$ cat src/core/vcp_pkg.sv
package vcp_pkg;
  // processor port map, write side
  localparam logic [4:0] VCP_ADDR_BIT_COUNT = 5'h08;
  localparam logic [4:0] VCP_ADDR_NORM_COUNT = 5'h09;
  localparam logic [4:0] VCP_ADDR_RSVD_A = 5'h15;
  localparam logic [4:0] VCP_ADDR_RSVD_B = 5'h16;
  localparam logic [4:0] VCP_ADDR_NORM_ENABLE = 5'h17;
  // read side status byte
  localparam logic [4:0] VCP_ADDR_STATUS = 5'h00;
  localparam int VCP_STAT_DONE = 0;
  localparam int VCP_STAT_PHASE = 1;
  // reset values
  localparam logic [7:0] VCP_COUNT_RESET = 8'h00;
  localparam logic [6:0] VCP_WIN_RESET = 7'h00;
  localparam logic [1:0] VCP_PHASE_RESET = 2'h0;
  // code: constraint length seven, newest bit in bit 6
  localparam int VCP_SOFT_W = 3;
  localparam int VCP_WIN_W = 7;
  localparam logic [6:0] VCP_GEN_A = 7'h79;
  localparam logic [6:0] VCP_GEN_B = 7'h5b;
  localparam logic [6:0] VCP_GEN_C = 7'h75;
  // result pulse length in decoder output clock periods
  localparam logic [1:0] VCP_FLAG_PERIODS = 2'h2;

  typedef enum logic [1:0] {
    VCP_MON_IDLE = 2'b01,
    VCP_MON_RUN = 2'b10
  } vcp_mon_state_type;

  // one code tap set applied to a window of bits
  function automatic logic vcp_parity(input logic [6:0] win, input logic [6:0] gen);
    return ^(win & gen);
  endfunction
endpackage

$ cat src/core/vcp_sync_monitor.sv
`timescale 1ns/10ps
module vcp_sync_monitor
  import vcp_pkg::*;
(
  input wire logic clk_i,
  input wire logic rst_i,
  input wire logic bit_stb_i,
  input wire logic err_stb_i,
  input wire logic out_edge_i,
  input wire logic restart_i,
  input wire logic [7:0] bit_count_i,
  input wire logic [7:0] norm_count_i,
  output logic fail_o,
  output logic pass_o,
  output logic done_o
);
  vcp_mon_state_type state_reg;
  logic [7:0] bits_reg;
  logic [8:0] errs_reg;
  logic [1:0] cnt_reg;
  logic fail_reg;
  logic pass_reg;
  logic done_reg;

  // window ends on the last bit; a count of zero gives 256 bits
  wire last_bit = (state_reg == VCP_MON_RUN) && bit_stb_i
                  && (8'(bits_reg + 8'h01) == bit_count_i);
  wire [8:0] errs_now = 9'(errs_reg + {8'h00, err_stb_i});
  wire is_fail = errs_now > {1'b0, norm_count_i};

  // window counting, restarts after each verdict
  always_ff @(posedge clk_i) begin
    if (rst_i) begin
      state_reg <= VCP_MON_IDLE;
      bits_reg <= 8'h00;
      errs_reg <= 9'h000;
    end else if (restart_i || last_bit) begin
      state_reg <= VCP_MON_RUN;
      bits_reg <= 8'h00;
      errs_reg <= 9'h000;
    end else begin
      case (state_reg)
        VCP_MON_RUN: begin
          if (bit_stb_i) begin
            bits_reg <= 8'(bits_reg + 8'h01);
            errs_reg <= errs_now;
          end
        end
        default: state_reg <= VCP_MON_IDLE;
      endcase
    end
  end

  // result pulses stretched over two output clock periods
  always_ff @(posedge clk_i) begin
    if (rst_i) begin
      fail_reg <= 1'b0;
      pass_reg <= 1'b0;
      cnt_reg <= 2'h0;
    end else if (last_bit) begin
      fail_reg <= is_fail;
      pass_reg <= !is_fail;
      cnt_reg <= VCP_FLAG_PERIODS;
    end else if (out_edge_i && cnt_reg != 2'h0) begin
      cnt_reg <= 2'(cnt_reg - 2'h1);
      if (cnt_reg == 2'h1) begin
        fail_reg <= 1'b0;
        pass_reg <= 1'b0;
      end
    end
  end

  // done is sticky; a verdict in the restart cycle still wins
  always_ff @(posedge clk_i) begin
    if (rst_i) begin
      done_reg <= 1'b0;
    end else if (last_bit) begin
      done_reg <= 1'b1;
    end else if (restart_i) begin
      done_reg <= 1'b0;
    end
  end

  assign fail_o = fail_reg;
  assign pass_o = pass_reg;
  assign done_o = done_reg;
endmodule

$ cat src/core/vcp_codec.sv
`timescale 1ns/10ps
// What this block does
// - write to enable register loads staged counts and restarts the monitor
// - writes to unused addresses are ignored, no storage or effect
// - encoder takes bits on input clock, emits symbols on output clock
// - three coded outputs plus a marker for the first bit of a set
// - high encoder reset clears all encoder state
// - decoder takes three 3-bit soft symbols on its input clock
// - low first-select makes the current input the first symbol
// - erased symbols carry no weight and raise no error
// - high decoder reset clears all decoder state
// - sync change input steps to the next phase hypothesis
// - separate monitor fail and monitor pass outputs
// - decoded bits and clock out follow the decoder output clock
// - per-symbol channel errors from re-encoded bits against hard decisions
// - error timing output aligned with the channel error outputs
// - 8-bit two-way data bus and 5-bit address bus
// - write, read strobes and chip select are active low
// - each monitor result pulses for two output clock periods
// - each channel error lasts one output clock period
// - done output rises when the monitor test finishes
module vcp_codec
  import vcp_pkg::*;
(
  input wire logic clk_i,
  input wire logic rst_n_i,
  input wire logic encoder_serial_input_i,
  input wire logic encoder_input_clock_i,
  input wire logic encoder_output_clock_i,
  input wire logic encoder_master_reset_i,
  output logic encoder_symbol_clock_out_o,
  output logic first_symbol_marker_o,
  output logic first_channel_symbol_o,
  output logic second_channel_symbol_o,
  output logic third_channel_symbol_o,
  input wire logic [VCP_SOFT_W-1:0] received_symbol_a_i,
  input wire logic [VCP_SOFT_W-1:0] received_symbol_b_i,
  input wire logic [VCP_SOFT_W-1:0] received_symbol_c_i,
  input wire logic first_input_select_n_i,
  input wire logic erase_symbol_a_i,
  input wire logic erase_symbol_b_i,
  input wire logic erase_symbol_c_i,
  input wire logic decoder_input_clock_i,
  input wire logic decoder_output_clock_i,
  input wire logic decoder_master_reset_i,
  input wire logic phase_step_request_i,
  input wire logic code_rate_third_i,
  output logic decoder_clock_out_o,
  output logic monitor_fail_pulse_o,
  output logic monitor_pass_pulse_o,
  output logic decoded_bit_out_o,
  output logic channel_error_a_o,
  output logic channel_error_b_o,
  output logic channel_error_c_or_erase_b_o,
  output logic error_timing_out_o,
  output logic error_rate_test_done_o,
  input wire logic [7:0] data_i,
  output logic [7:0] data_o,
  output logic data_oe_o,
  input wire logic [4:0] addr_i,
  input wire logic wr_n_i,
  input wire logic rd_n_i,
  input wire logic cs_n_i
);
  // pin clocks are sampled; their rising edges become enables
  logic enc_in_prev_reg;
  logic enc_out_prev_reg;
  logic dec_in_prev_reg;
  logic dec_out_prev_reg;
  logic step_prev_reg;
  logic wr_prev_reg;

  wire enc_rst = !rst_n_i || encoder_master_reset_i;
  wire dec_rst = !rst_n_i || decoder_master_reset_i;
  wire enc_in_edge = encoder_input_clock_i && !enc_in_prev_reg;
  wire enc_out_edge = encoder_output_clock_i && !enc_out_prev_reg;
  wire dec_in_edge = decoder_input_clock_i && !dec_in_prev_reg;
  wire dec_out_edge = decoder_output_clock_i && !dec_out_prev_reg;
  wire step_edge = phase_step_request_i && !step_prev_reg;
  wire wr_rise = wr_n_i && !wr_prev_reg;

  // edge detect history, strobe idles high
  always_ff @(posedge clk_i) begin
    if (!rst_n_i) begin
      enc_in_prev_reg <= 1'b0;
      enc_out_prev_reg <= 1'b0;
      dec_in_prev_reg <= 1'b0;
      dec_out_prev_reg <= 1'b0;
      step_prev_reg <= 1'b0;
      wr_prev_reg <= 1'b1;
    end else begin
      enc_in_prev_reg <= encoder_input_clock_i;
      enc_out_prev_reg <= encoder_output_clock_i;
      dec_in_prev_reg <= decoder_input_clock_i;
      dec_out_prev_reg <= decoder_output_clock_i;
      step_prev_reg <= phase_step_request_i;
      wr_prev_reg <= wr_n_i;
    end
  end

  // ---------------- processor port ----------------
  logic [4:0] wr_addr_reg;
  logic [7:0] wr_data_reg;
  logic wr_armed_reg;
  logic [7:0] bit_stage_reg;
  logic [7:0] norm_stage_reg;
  logic [7:0] bit_active_reg;
  logic [7:0] norm_active_reg;
  logic restart_reg;
  logic [7:0] data_reg;
  logic data_oe_reg;
  logic [1:0] phase_reg;
  logic mon_done;

  wire wr_cycle = !cs_n_i && !wr_n_i;
  wire commit = wr_rise && wr_armed_reg;
  wire hit_enable = commit && (wr_addr_reg == VCP_ADDR_NORM_ENABLE);
  wire [7:0] status_byte = {5'h00, phase_reg, mon_done};
  wire [7:0] read_next = (addr_i == VCP_ADDR_STATUS) ? status_byte : 8'h00;

  // latch address and data during the strobe, act at its release
  always_ff @(posedge clk_i) begin
    if (!rst_n_i) begin
      wr_addr_reg <= 5'h00;
      wr_data_reg <= 8'h00;
      wr_armed_reg <= 1'b0;
    end else if (wr_cycle) begin
      wr_addr_reg <= addr_i;
      wr_data_reg <= data_i;
      wr_armed_reg <= 1'b1;
    end else if (wr_rise) begin
      wr_armed_reg <= 1'b0;
    end
  end

  // staged counts only reach the monitor through the enable write;
  // reserved and unused addresses fall through with no storage
  always_ff @(posedge clk_i) begin
    if (!rst_n_i) begin
      bit_stage_reg <= VCP_COUNT_RESET;
      norm_stage_reg <= VCP_COUNT_RESET;
      bit_active_reg <= VCP_COUNT_RESET;
      norm_active_reg <= VCP_COUNT_RESET;
      restart_reg <= 1'b0;
    end else begin
      restart_reg <= hit_enable;
      if (commit && wr_addr_reg == VCP_ADDR_BIT_COUNT) begin
        bit_stage_reg <= wr_data_reg;
      end
      if (commit && wr_addr_reg == VCP_ADDR_NORM_COUNT) begin
        norm_stage_reg <= wr_data_reg;
      end
      if (hit_enable) begin
        bit_active_reg <= bit_stage_reg;
        norm_active_reg <= norm_stage_reg;
      end
    end
  end

  // read data and enable registered, one cycle behind the strobe
  always_ff @(posedge clk_i) begin
    if (!rst_n_i) begin
      data_reg <= 8'h00;
      data_oe_reg <= 1'b0;
    end else begin
      data_reg <= read_next;
      data_oe_reg <= !cs_n_i && !rd_n_i;
    end
  end

  // ---------------- encoder ----------------
  logic [VCP_WIN_W-1:0] enc_win_reg;
  logic enc_fresh_reg;
  logic enc_clk_reg;
  logic enc_mark_reg;
  logic [2:0] enc_sym_reg;

  // shift in on the input clock, sample taps on the output clock
  always_ff @(posedge clk_i) begin
    if (enc_rst) begin
      enc_win_reg <= VCP_WIN_RESET;
      enc_fresh_reg <= 1'b0;
      enc_clk_reg <= 1'b0;
      enc_mark_reg <= 1'b0;
      enc_sym_reg <= 3'h0;
    end else begin
      enc_clk_reg <= encoder_output_clock_i;
      if (enc_in_edge) begin
        enc_win_reg <= {encoder_serial_input_i, enc_win_reg[6:1]};
      end
      if (enc_out_edge) begin
        enc_sym_reg[0] <= vcp_parity(enc_win_reg, VCP_GEN_A);
        enc_sym_reg[1] <= vcp_parity(enc_win_reg, VCP_GEN_B);
        enc_sym_reg[2] <= vcp_parity(enc_win_reg, VCP_GEN_C);
        enc_mark_reg <= enc_fresh_reg;
      end
      // a new bit landing on the output edge still marks the next set
      if (enc_in_edge) begin
        enc_fresh_reg <= 1'b1;
      end else if (enc_out_edge) begin
        enc_fresh_reg <= 1'b0;
      end
    end
  end

  // ---------------- decoder ----------------
  logic [VCP_SOFT_W-1:0] sym_a_reg;
  logic [VCP_SOFT_W-1:0] sym_b_reg;
  logic [VCP_SOFT_W-1:0] sym_c_reg;
  logic [2:0] era_reg;
  logic dec_ready_reg;
  logic [5:0] dec_hist_reg;
  logic dec_clk_reg;
  logic dec_bit_reg;
  logic [2:0] err_reg;
  logic etim_reg;

  // phase hypothesis: bit 0 swaps the first two symbols, bit 1 inverts
  wire ha = (phase_reg[0] ? sym_b_reg[2] : sym_a_reg[2]) ^ phase_reg[1];
  wire hb = (phase_reg[0] ? sym_a_reg[2] : sym_b_reg[2]) ^ phase_reg[1];
  wire hc = sym_c_reg[2] ^ phase_reg[1];
  wire ea = phase_reg[0] ? era_reg[1] : era_reg[0];
  wire eb = phase_reg[0] ? era_reg[0] : era_reg[1];
  wire ec = era_reg[2] || !code_rate_third_i;
  // decision comes from the first unerased of symbols a and b, zero if both are erased
  wire dec_bit = !ea ? ha ^ vcp_parity({1'b0, dec_hist_reg}, VCP_GEN_A) :
                 !eb ? hb ^ vcp_parity({1'b0, dec_hist_reg}, VCP_GEN_B) : 1'b0;
  wire [6:0] re_win = {dec_bit, dec_hist_reg};
  wire err_a = !ea && (vcp_parity(re_win, VCP_GEN_A) != ha);
  wire err_b = !eb && (vcp_parity(re_win, VCP_GEN_B) != hb);
  wire err_c = !ec && (vcp_parity(re_win, VCP_GEN_C) != hc);
  wire any_era = code_rate_third_i ? |era_reg : era_reg[0];
  wire dec_step = dec_out_edge && dec_ready_reg;

  // symbol capture: a low select loads all three slots, a high one
  // loads the serial second symbol from the first pin
  always_ff @(posedge clk_i) begin
    if (dec_rst) begin
      sym_a_reg <= 3'h0;
      sym_b_reg <= 3'h0;
      sym_c_reg <= 3'h0;
      era_reg <= 3'h0;
      dec_ready_reg <= 1'b0;
    end else if (dec_in_edge) begin
      dec_ready_reg <= 1'b1;
      if (!first_input_select_n_i) begin
        sym_a_reg <= received_symbol_a_i;
        sym_b_reg <= received_symbol_b_i;
        sym_c_reg <= received_symbol_c_i;
        era_reg <= {erase_symbol_c_i, erase_symbol_b_i, erase_symbol_a_i};
      end else begin
        sym_b_reg <= received_symbol_a_i;
        era_reg[1] <= erase_symbol_a_i;
      end
    end else if (dec_step) begin
      dec_ready_reg <= 1'b0;
    end
  end

  // phase hypothesis advances once per sync change request
  always_ff @(posedge clk_i) begin
    if (dec_rst) begin
      phase_reg <= VCP_PHASE_RESET;
    end else if (step_edge) begin
      phase_reg <= 2'(phase_reg + 2'h1);
    end
  end

  // outputs change only on output clock edges, so each error holds
  // exactly one period; an edge with no symbol pair clears them
  always_ff @(posedge clk_i) begin
    if (dec_rst) begin
      dec_hist_reg <= 6'h00;
      dec_clk_reg <= 1'b0;
      dec_bit_reg <= 1'b0;
      err_reg <= 3'h0;
      etim_reg <= 1'b0;
    end else begin
      dec_clk_reg <= decoder_output_clock_i;
      if (dec_step) begin
        dec_hist_reg <= re_win[6:1];
        dec_bit_reg <= dec_bit;
        // third slot is the shared pin: error c, or erase b at rate one half
        err_reg <= {code_rate_third_i ? err_c : eb, err_b, err_a};
        etim_reg <= any_era;
      end else if (dec_out_edge) begin
        err_reg <= 3'h0;
        etim_reg <= 1'b0;
      end
    end
  end

  vcp_sync_monitor u_monitor (
    .clk_i(clk_i),
    .rst_i(dec_rst),
    .bit_stb_i(dec_step),
    .err_stb_i(err_a || err_b || err_c),
    .out_edge_i(dec_out_edge),
    .restart_i(restart_reg),
    .bit_count_i(bit_active_reg),
    .norm_count_i(norm_active_reg),
    .fail_o(monitor_fail_pulse_o),
    .pass_o(monitor_pass_pulse_o),
    .done_o(mon_done)
  );

  // output pins, all registered
  assign encoder_symbol_clock_out_o = enc_clk_reg;
  assign first_symbol_marker_o = enc_mark_reg;
  assign first_channel_symbol_o = enc_sym_reg[0];
  assign second_channel_symbol_o = enc_sym_reg[1];
  assign third_channel_symbol_o = enc_sym_reg[2];
  assign decoder_clock_out_o = dec_clk_reg;
  assign decoded_bit_out_o = dec_bit_reg;
  assign channel_error_a_o = err_reg[0];
  assign channel_error_b_o = err_reg[1];
  assign channel_error_c_or_erase_b_o = err_reg[2];
  assign error_timing_out_o = etim_reg;
  assign error_rate_test_done_o = mon_done;
  assign data_o = data_reg;
  assign data_oe_o = data_oe_reg;
endmodule

$ cat config.mk
export PLATFORM = sky130hd
export DESIGN_NAME = vcp_codec
export DESIGN_NICKNAME = d
export VERILOG_FILES = /design/src/core/vcp_pkg.sv /design/src/core/vcp_sync_monitor.sv /design/src/core/vcp_codec.sv
export SDC_FILE = /design/constraint.sdc
export NUM_CORES = 1
export LEC_CHECK = 0
export ABC_AREA = 1
export BUFFER_PORTS_ARGS = -buffer_cell sky130_fd_sc_hd__buf_2
export CORE_MARGIN = 2
export CORE_UTILIZATION = 58
export DETAILED_ROUTE_END_ITERATION = 12
export HOLD_SLACK_MARGIN = 0.08
export PLACE_DENSITY_LB_ADDON = 0.1
export SETUP_SLACK_MARGIN = 0.5
export SLEW_MARGIN = 20
export SYNTH_ARGS = -nofsm -noshare
export SYNTH_HDL_FRONTEND = slang
export SYNTH_SLANG_ARGS = --single-unit
$ cat constraint.sdc
create_clock -name clk_i -period 4.28 [get_ports clk_i]
set_input_delay 1.07 -clock clk_i [delete_from_list [all_inputs] [get_ports clk_i]]
set_output_delay 1.07 -clock clk_i [all_outputs]
set_load 0.02 [all_outputs]
==> results of run 1 <==
## logic make-up (layout without fill, tap and decap cells)
group | Yosys count | in the layout | synth area share (%)
AO/OA/AOI/OAI | 143 | 143 | 15.3
XOR/XNOR | 28 | 28 | 4.86
adder cells (fa/ha/maj) | 13 | 13 | 3.22
buffers and inverters | 110 | 171 | 8.77
flip-flops | 114 | 114 | 45.2
multiplexers | 4 | 4 | 0.793
other | 1 | 5 | 0.0743
AND/OR/NAND/NOR | 244 | 244 | 21.8
## metal layers
layer / track usage (%) / part of all wire [%] / up-vias
li1: - / - / 2226
met1: 27.1 / 46 / 1946
met2: 38.2 / 48 / 81
met3: 5.61 / 3.7 / 17
met4: 9.29 / 1.5 / 0
met5: 0 / 0 / -
## worst min-delay path, stage by stage (launching register included)
cell and delay [ns]:
dfxtp_1 0.31, nand2_1 0.06, nor2_1 0.03
## stage by stage
| stage | instance area, um2 | total power [mW] |
|---|---|---|
| global placement | 5340 | 1.25 |
| global route | 5990 | 2.72 |
| CTS | 5930 | 2.66 |
| detailed placement | 5340 | 1.25 |
| finish | 5990 | 2.64 |
| floorplan | 5060 | 1.22 |
## final timing paths
check / startpoint / to / slack [ns] / depth (start not counted)
max: dec_hist_reg[3] / u_monitor.fail_o / 0.80 / 26
min: err_reg[0] / err_reg[0] / 0.44 / 2
max reg2reg: dec_hist_reg[3] / u_monitor.fail_o / 0.80 / 26
min reg2reg: err_reg[0] / err_reg[0] / 0.44 / 2
## where the power goes
part / switching (mW) / internal, mW / leakage [nW]
Sequential: 0.0113 / 1.08 / 0.928
Clock: 0.508 / 0.894 / 0.283
Combinational: 0.0945 / 0.0479 / 1.43
## cells in the mapped netlist, types with 2 or more instances
cell type / instances
nand3_1: 25
nand3_2: 2
inv_2: 3
nor2_2: 11
o21ai_0: 71
dfxtp_1: 114
nand4_1: 2
o221ai_1: 2
nand2_1: 100
nor2_1: 82
mux2i_1: 4
nand2_4: 2
buf_2: 3
ha_1: 13
nor3_1: 2
clkbuf_1: 15
a21boi_0: 2
nand3b_1: 5
or2_2: 2
inv_1: 81
nor4_1: 3
a211oi_1: 16
buf_4: 5
nand2_2: 2
xor2_1: 15
nand3b_4: 2
a21oi_1: 51
xnor2_1: 13
## cell type report
class | count | area [um2]
multi-input combinational | 437 | 2370
clock buffer | 18 | 418
sequential | 114 | 2290
clock inverter | 14 | 179
fill | 712 | 2610
tap | 108 | 135
inverter | 85 | 319
timing repair buffer | 54 | 278
## what timing repair did
item | in CTS | in global routing
buffers inserted | 0 | 2
endpoints found under the setup margin | 0 | 2
resized for setup | 0 | 16
==> reports/summary.md, run 1 <==
The run finished with clean final reports. The kind of cell with the highest combined delay along the critical path is simple AND/OR/NAND/NOR gates. After detailed routing, the average wire length per cell comes to 12.3 um. TritonCTS built the clock tree. The pin count of the biggest net entering global routing came out at 38. After synthesis, flip-flops and latches occupy 45.2% of the total area.

Cells fill 69.7% of the core in the end. The repair_antennas step left the layout with diodes totalling 0. Derived from the worst setup path, the maximum achievable clock frequency is 287 MHz. The run gives 0.779 as the weighted congestion reported at the end of routability-driven placement.

Counting flops with an async set or reset pin after synthesis yields a share of 0%. During placement, the flow inserted port buffers numbering 51. The post-synthesis cell count is 657, and the post-synthesis instance area is 5050 um2.

After synthesis, the mean cell area works out to 7.68 um2. The run gives 7.12 mm as the half-perimeter wire length of the detailed placement result. The first global-routing pass estimated 17.5 mm of wire. The run gives 34 as the row count.

The share of synthesized area in the top cell type comes to 45.2%. The critical path class was reg -> reg. Setup repair after global routing left no endpoint under its margin.

The clock transition at the registers of the reported paths was 0.06 ns; the distinct cell type count of the synthesized netlist was 37. The DRC violation count after routing is 0, and the worst-case clock skew is 0.00864 ns. During I/O placement, the number of pins put on the boundary was 63. Summed over all cells, the static leakage comes to 2.64 nW. Of all nets on the critical path, the largest fanout is 4.

After synthesis, the cell types taking the most area are dfxtp_1 45%, nand2_1 7.4%, o21ai_0 7.0%. Hold timing on the final database bottoms out at a slack of 0.436 ns. The tools report the number of clock buffers inserted by TritonCTS as 17.

Total of flip-flops plus latches after synthesis: 114. The first detailed-routing pass ran for 4 iterations. Across the VDD grid, the largest voltage drop is 261 uV. The worst-skew pair later-pin latency is 0.51 ns, and the delay of the slowest cell on the worst path is 0.37 ns. At the worst endpoint, the required time is 4.68 ns. The area growth from synthesis to layout is 18.6%. The number of buffers inserted by hold repair at cts is 0, and the number of hold violations in the final report is 0. The tools report the initial detailed-routing violation count as 146.

The tools report the master cell of the clock root buffer as clkbuf_8. The die footprint was 9470 um2. The worst setup margin came out at 0.795 ns. Summed over all layers, the routed wires come to 10.2 mm.

The final net count was 762. The total number of yosys warnings was 0; the cell total after placement was 796. The highest-delay cell along the critical path is dfxtp_1.

The tools report the number of vias after detailed routing as 4,270. Summed over all layers, the global routing overflow is 0. The floorplan step defined a core boundary enclosing 8590 um2. The dominant register cell in the synthesized netlist is dfxtp_1. The die is 97.3 um wide. The type of the most critical hold path is reg -> reg.

CTS saw 114 sinks. STA classifies the critical path startpoint as a flop. In the layout the commonest cells are 109 x dfxtp_1, 98 x nand2_1, 82 x nor2_1, 80 x inv_1, 70 x o21ai_0. Cells with a size suffix above 1 make up 17.0% of the layout. The count of nets left with antenna violations after detail routing is 0, and the power per cell area is 441 nW/um2. The number of antenna violations at the first check in global routing is 0.

For this configuration, the core starts out at a cell density of 58.8%. The H-tree generated during clock tree synthesis spans 4 levels. The largest area contributor in the synthesized netlist was dfxtp_1. In this run the tightest slew margin relative to its limit is 40.3%.

The via count of the first global-routing pass was 4,079. The tools report the endpoint type of the worst setup path as a flop. The average via count per standard cell came out at 5.14. The post-route clock period utilization is 81.4%. Global routing used 22.4% of the available tracks across all layers. The measured slew at the worst slew-check pin came out at 0.892 ns. After routing, the total negative slack on setup checks comes to 0 ns.

The count of buffer and inverter cells on the critical path was 2. Among the stages of the critical path, the cell type that occurs most often is nand2_1. The clock period minus final worst setup slack works out to 3.48 ns.

The die height was 97.3 um; the number of flip-flops in the largest register was 9. Worst endpoint data arrival time: 3.89 ns. The clock passes through at most 2 buffers.

The library cell used most frequently in the layout, excluding fill and tap cells, is dfxtp_1. The run gives 0 as the final count of negative-setup-slack endpoints. Post-route non-filler standard cell count: 830. Number of max-cap violations: 0.

Prior to clock tree synthesis, the placed netlist has a worst setup slack of 0.570 ns. For the final number of max-transition violations, the log shows 0. Yosys mapped a number of flops with a built-in enable equal to 0.
No activity file was read; power rests on OpenSTA's default activity.
==> run 2, diff against run 1 <==
--- a/config.mk
+++ b/config.mk
@@ -5,10 +5,10 @@
 export SDC_FILE = /design/constraint.sdc
 export NUM_CORES = 1
 export LEC_CHECK = 0
-export ABC_AREA = 1
+export ABC_AREA = 0
 export BUFFER_PORTS_ARGS = -buffer_cell sky130_fd_sc_hd__buf_2
 export CORE_MARGIN = 2
-export CORE_UTILIZATION = 58
+export CORE_UTILIZATION = 52
 export DETAILED_ROUTE_END_ITERATION = 12
 export HOLD_SLACK_MARGIN = 0.08
 export PLACE_DENSITY_LB_ADDON = 0.1
==> constraint.sdc (replaced) <==
create_clock -name clk_i -period 2.8 [get_ports clk_i]
set_input_delay 0.7 -clock clk_i [delete_from_list [all_inputs] [get_ports clk_i]]
set_output_delay 0.7 -clock clk_i [all_outputs]
set_load 0.02 [all_outputs]
==> reports/summary.md, run 2 <==
The post-synthesis mux area share was 7.44% (+6.6 points). The average via count per standard cell was 4.99 (-3.1%); the average wire length per cell after detail routing was 13.2 um (+7.0%). Number of inserted filler cells in the final layout: 787 (+11%). The number of buffers inserted by hold repair at cts is 0 (unchanged), and the post-place setup slack is -0.925 ns (-1.49 ns). The run gives 0 (unchanged) as the overflow left after global routing. The average cell area after synthesis came out at 8.71 um2 (+13%).

The via count of the first global-routing pass came out at 3,740 (-8.3%). The measured slew at the worst slew-check pin works out to 0.891 ns (-0.00118 ns). The pin count of the biggest net entering global routing was 51 (+34%). The worst-skew pair later-pin latency was 0.52 ns (about the same); the depth of the CTS H-tree was 4 (unchanged). The leakage power summed over all cells came out at 2.62 nW (-0.89%).

The logs give 17.5 mm (unchanged) for the first-pass GRT wire length and 3.21 ns (-1.47 ns) for the endpoint required time on the critical path. For the footprint of the multi-input gates, the log shows 2630 um2 (+11%). The logs give 0 (unchanged) for the number of antenna violations at the first check in global routing and 4980 um2 (-1.4%) for the post-synthesis instance area.

The final number of max-transition violations came out at 0 (unchanged). The share of Yosys cell area claimed by the top area cell type was 45.8% (+0.62 points); the overall track demand over capacity in global routing was 21.8% (-0.65 points). Area inside the core boundary: 9280 um2 (+8.0%). The commonest cells after synthesis are 114 x dfxtp_1, 98 x nand2_1, 75 x nor2_1, 51 x a21oi_1, 37 x mux2i_1. The horizontal die dimension was 102 um (+4.7%); the DRC violation count after routing was 0 (unchanged).

The worst setup margin is -0.867 ns (-1.66 ns). The I/O pin count is 63 (unchanged). The final reports fail on setup timing.

The clock transition at the registers of the reported paths is 0.05 ns (about the same). The dominant register cell in the synthesized netlist is dfxtp_1. By area, the combinational part of the netlist is dominated by simple AND/OR/NAND/NOR gates. The worst setup path is launched from a flop.

Count of inserted antenna diode cells: 0 (unchanged). Clock tree synthesis selected as its root buffer the cell clkbuf_8. The worst endpoint data arrival time is 4.08 ns (+0.19 ns), and the clock period minus final worst setup slack is 3.67 ns (+0.182 ns). The routed wire length was 10.5 mm (+2.7%); the initial detailed-routing violation count was 159 (+8.9%).

The run gives 10,400 um2 (+9.6%) as the die footprint. In the layout the commonest cells are 111 x dfxtp_1, 96 x nand2_1, 71 x nor2_1, 51 x buf_2, 50 x a21oi_1. The type of the most critical hold path was in -> reg.

The maximum clock insertion buffer count came out at 2 (unchanged). The largest fanout on the critical path is 3 (-1), and the worst-case vdd ir drop is 510 uV (+95%). The post-synthesis simple-gate area fraction is 21.2% (-0.63 points), and the number of hold violations in the final report is 0 (unchanged). The run gives 572 (-13%) as the post-synthesis cell count. The final count of negative-setup-slack endpoints is 2 (+2), and the row count is 35 (+2.9%). Leading cell type in the layout, fill and taps excluded: dfxtp_1. The synthesized-area fraction occupied by xor and xnor cells is 9.40% (+4.5 points). The area growth from synthesis to layout was 26.4%. The run gives 797 (-4.0%) as the post-route non-filler standard cell count.

The tools report the area taken by flip-flops and latches as 2290 um2 (-0.22%). Yosys attributes the largest share of cell area to dfxtp_1 46%, mux2i_1 7.4%, nand2_1 7.4%. The share of the synthesized area in compound gates (AO/OA/AOI/OAI) works out to 8.72% (-6.6 points). The largest total area in the synthesized netlist belongs to dfxtp_1. Setup repair after global routing could not meet its margin everywhere. The total number of yosys warnings was 0 (unchanged); the initial cell density of the core was 53.6% (-5.1 points). The flow ran to the end, but the final reports show violations. The cell total after placement came out at 759 (-4.6%). The number of clock buffers inserted by TritonCTS is 17 (unchanged).

The length of the first detailed-routing pass in iterations is 4 (unchanged). The sequential cell area fraction in the yosys report is 45.8% (+0.62 points), and the number of I/O port buffers is 51 (unchanged). The highest clock frequency the design can meet was 273 MHz (-5.0%); the utilization of the core after routing was 67.8% (-1.9 points). The power per cell area was 635 nW/um2 (+44%).

The total of flip-flops plus latches after synthesis came out at 114 (unchanged). The die height is 102 um (+4.7%). The tools report the number of vias after detailed routing as 3,975 (-6.9%). TritonCTS built the clock tree. The critical path class was reg -> reg. The number of flip-flops in the largest register is 9 (unchanged), and the final net count is 709 (-7.0%).

The share of flip-flops with an asynchronous set or reset was 0% (unchanged); the setup TNS was -1.65 ns (-1.65 ns). The count of nets left with antenna violations after detail routing is 0 (unchanged), and the adder-cell area share of the yosys netlist is 3.27% (+0.045 points). The number of max-cap violations was 0 (unchanged); the worst-case clock skew was 0.00749 ns (-0.00116 ns). STA classifies the critical path endpoint as a flop. The logs give 40.5% (+0.20 points) for the worst max-slew margin expressed relative to the limit and 47 (+27%) for the distinct cell type count of the synthesized netlist. The clock sink total is 114 (unchanged), and the half-perimeter wire length of the detailed placement result is 7.38 mm (+3.7%). The post-route clock period utilization came out at 131% (+50 points). Most used standard cell by instance count after synthesis: dfxtp_1. Fraction of final layout cells with drive strength greater than 1: 21.9% (+4.8 points). The number of enable flip-flop cells after synthesis was 0 (unchanged). Weighted congestion reported at the end of routability-driven placement: 0.908 (+17%).
run 2: kinds of logic (layout without fill, tap and decap cells):
kind of cell,after synthesis,in the layout
other,1,5
flip-flops,114,114
buffers and inverters,46,138
XOR/XNOR,51,51
AO/OA/AOI/OAI,74,74
multiplexers,37,37
AND/OR/NAND/NOR,236,236
adder cells (fa/ha/maj),13,13
run 2: where the power goes:
part	internal [mW]	switching (mW)	leakage (nW)
sequential	1.65	0.0145	0.924
clock	1.46	0.710	0.288
combinational	0.0737	0.0963	1.41
run 2: critical path, stage by stage (launching register included):
cell and delay, ns:
dfxtp_2 0.32, xnor3_1 0.44, xnor2_2 0.18, xnor2_1 0.14, o22ai_2 0.19, mux2i_1 0.26
o31ai_1 0.12, ha_2 0.21, ha_4 0.17, nand3_4 0.10, xnor2_2 0.12, ha_1 0.26
a21o_1 0.16, a21oi_1 0.12, nor2b_1 0.07, o41ai_2 0.35, a211oi_1 0.14, o21a_1 0.21
run 2: per-layer routing:
layer,share of wire [%],global-route usage (%),vias up
met5,0,0,-
met4,1.8,7.79,0
met3,3.7,6.84,18
met2,46,33.7,78
met1,48,28.8,1832
li1,-,-,2047
run 2: timing repair:
action                                  CTS  global route
setup buffers                             4             3
pin swaps                                11             5
endpoints found under the setup margin   10            19
gates resized for setup                   7            18
hold endpoints to repair                  0             0
run 2: metrics by stage:
| stage | hold slack [ns] | power (mW) | instance area [um2] |
|---|---|---|---|
| floorplan | 0.431 | 1.80 | 5030 |
| global placement | 0.444 | 1.86 | 5540 |
| detailed placement | 0.447 | 1.86 | 5540 |
| CTS | 0.315 | 4.03 | 6200 |
| global route | 0.316 | 4.13 | 6290 |
| finish | 0.332 | 4.00 | 6290 |
run 2: final cells by class:
| class | count | area share (%) |
|---|---|---|
| Tap cell | 129 | 2.56 |
| Inverter | 18 | 1.07 |
| Clock buffer | 21 | 6.98 |
| Multi-Input combinational cell | 416 | 41.7 |
| Timing Repair Buffer | 89 | 8.83 |
| Sequential cell | 114 | 36.3 |
| Clock inverter | 10 | 2.52 |
run 2: path summary, 6_finish.rpt:
check | from | endpoint | slack [ns] | cells after the start
setup / recovery | dec_hist_reg[0] | u_monitor.fail_o | -0.87 | 17
hold / removal | rd_n_i | data_oe_o | 0.33 | 2
setup reg to reg | dec_hist_reg[0] | u_monitor.fail_o | -0.87 | 17
hold reg to reg | norm_stage_reg[4] | norm_stage_reg[4] | 0.45 | 2
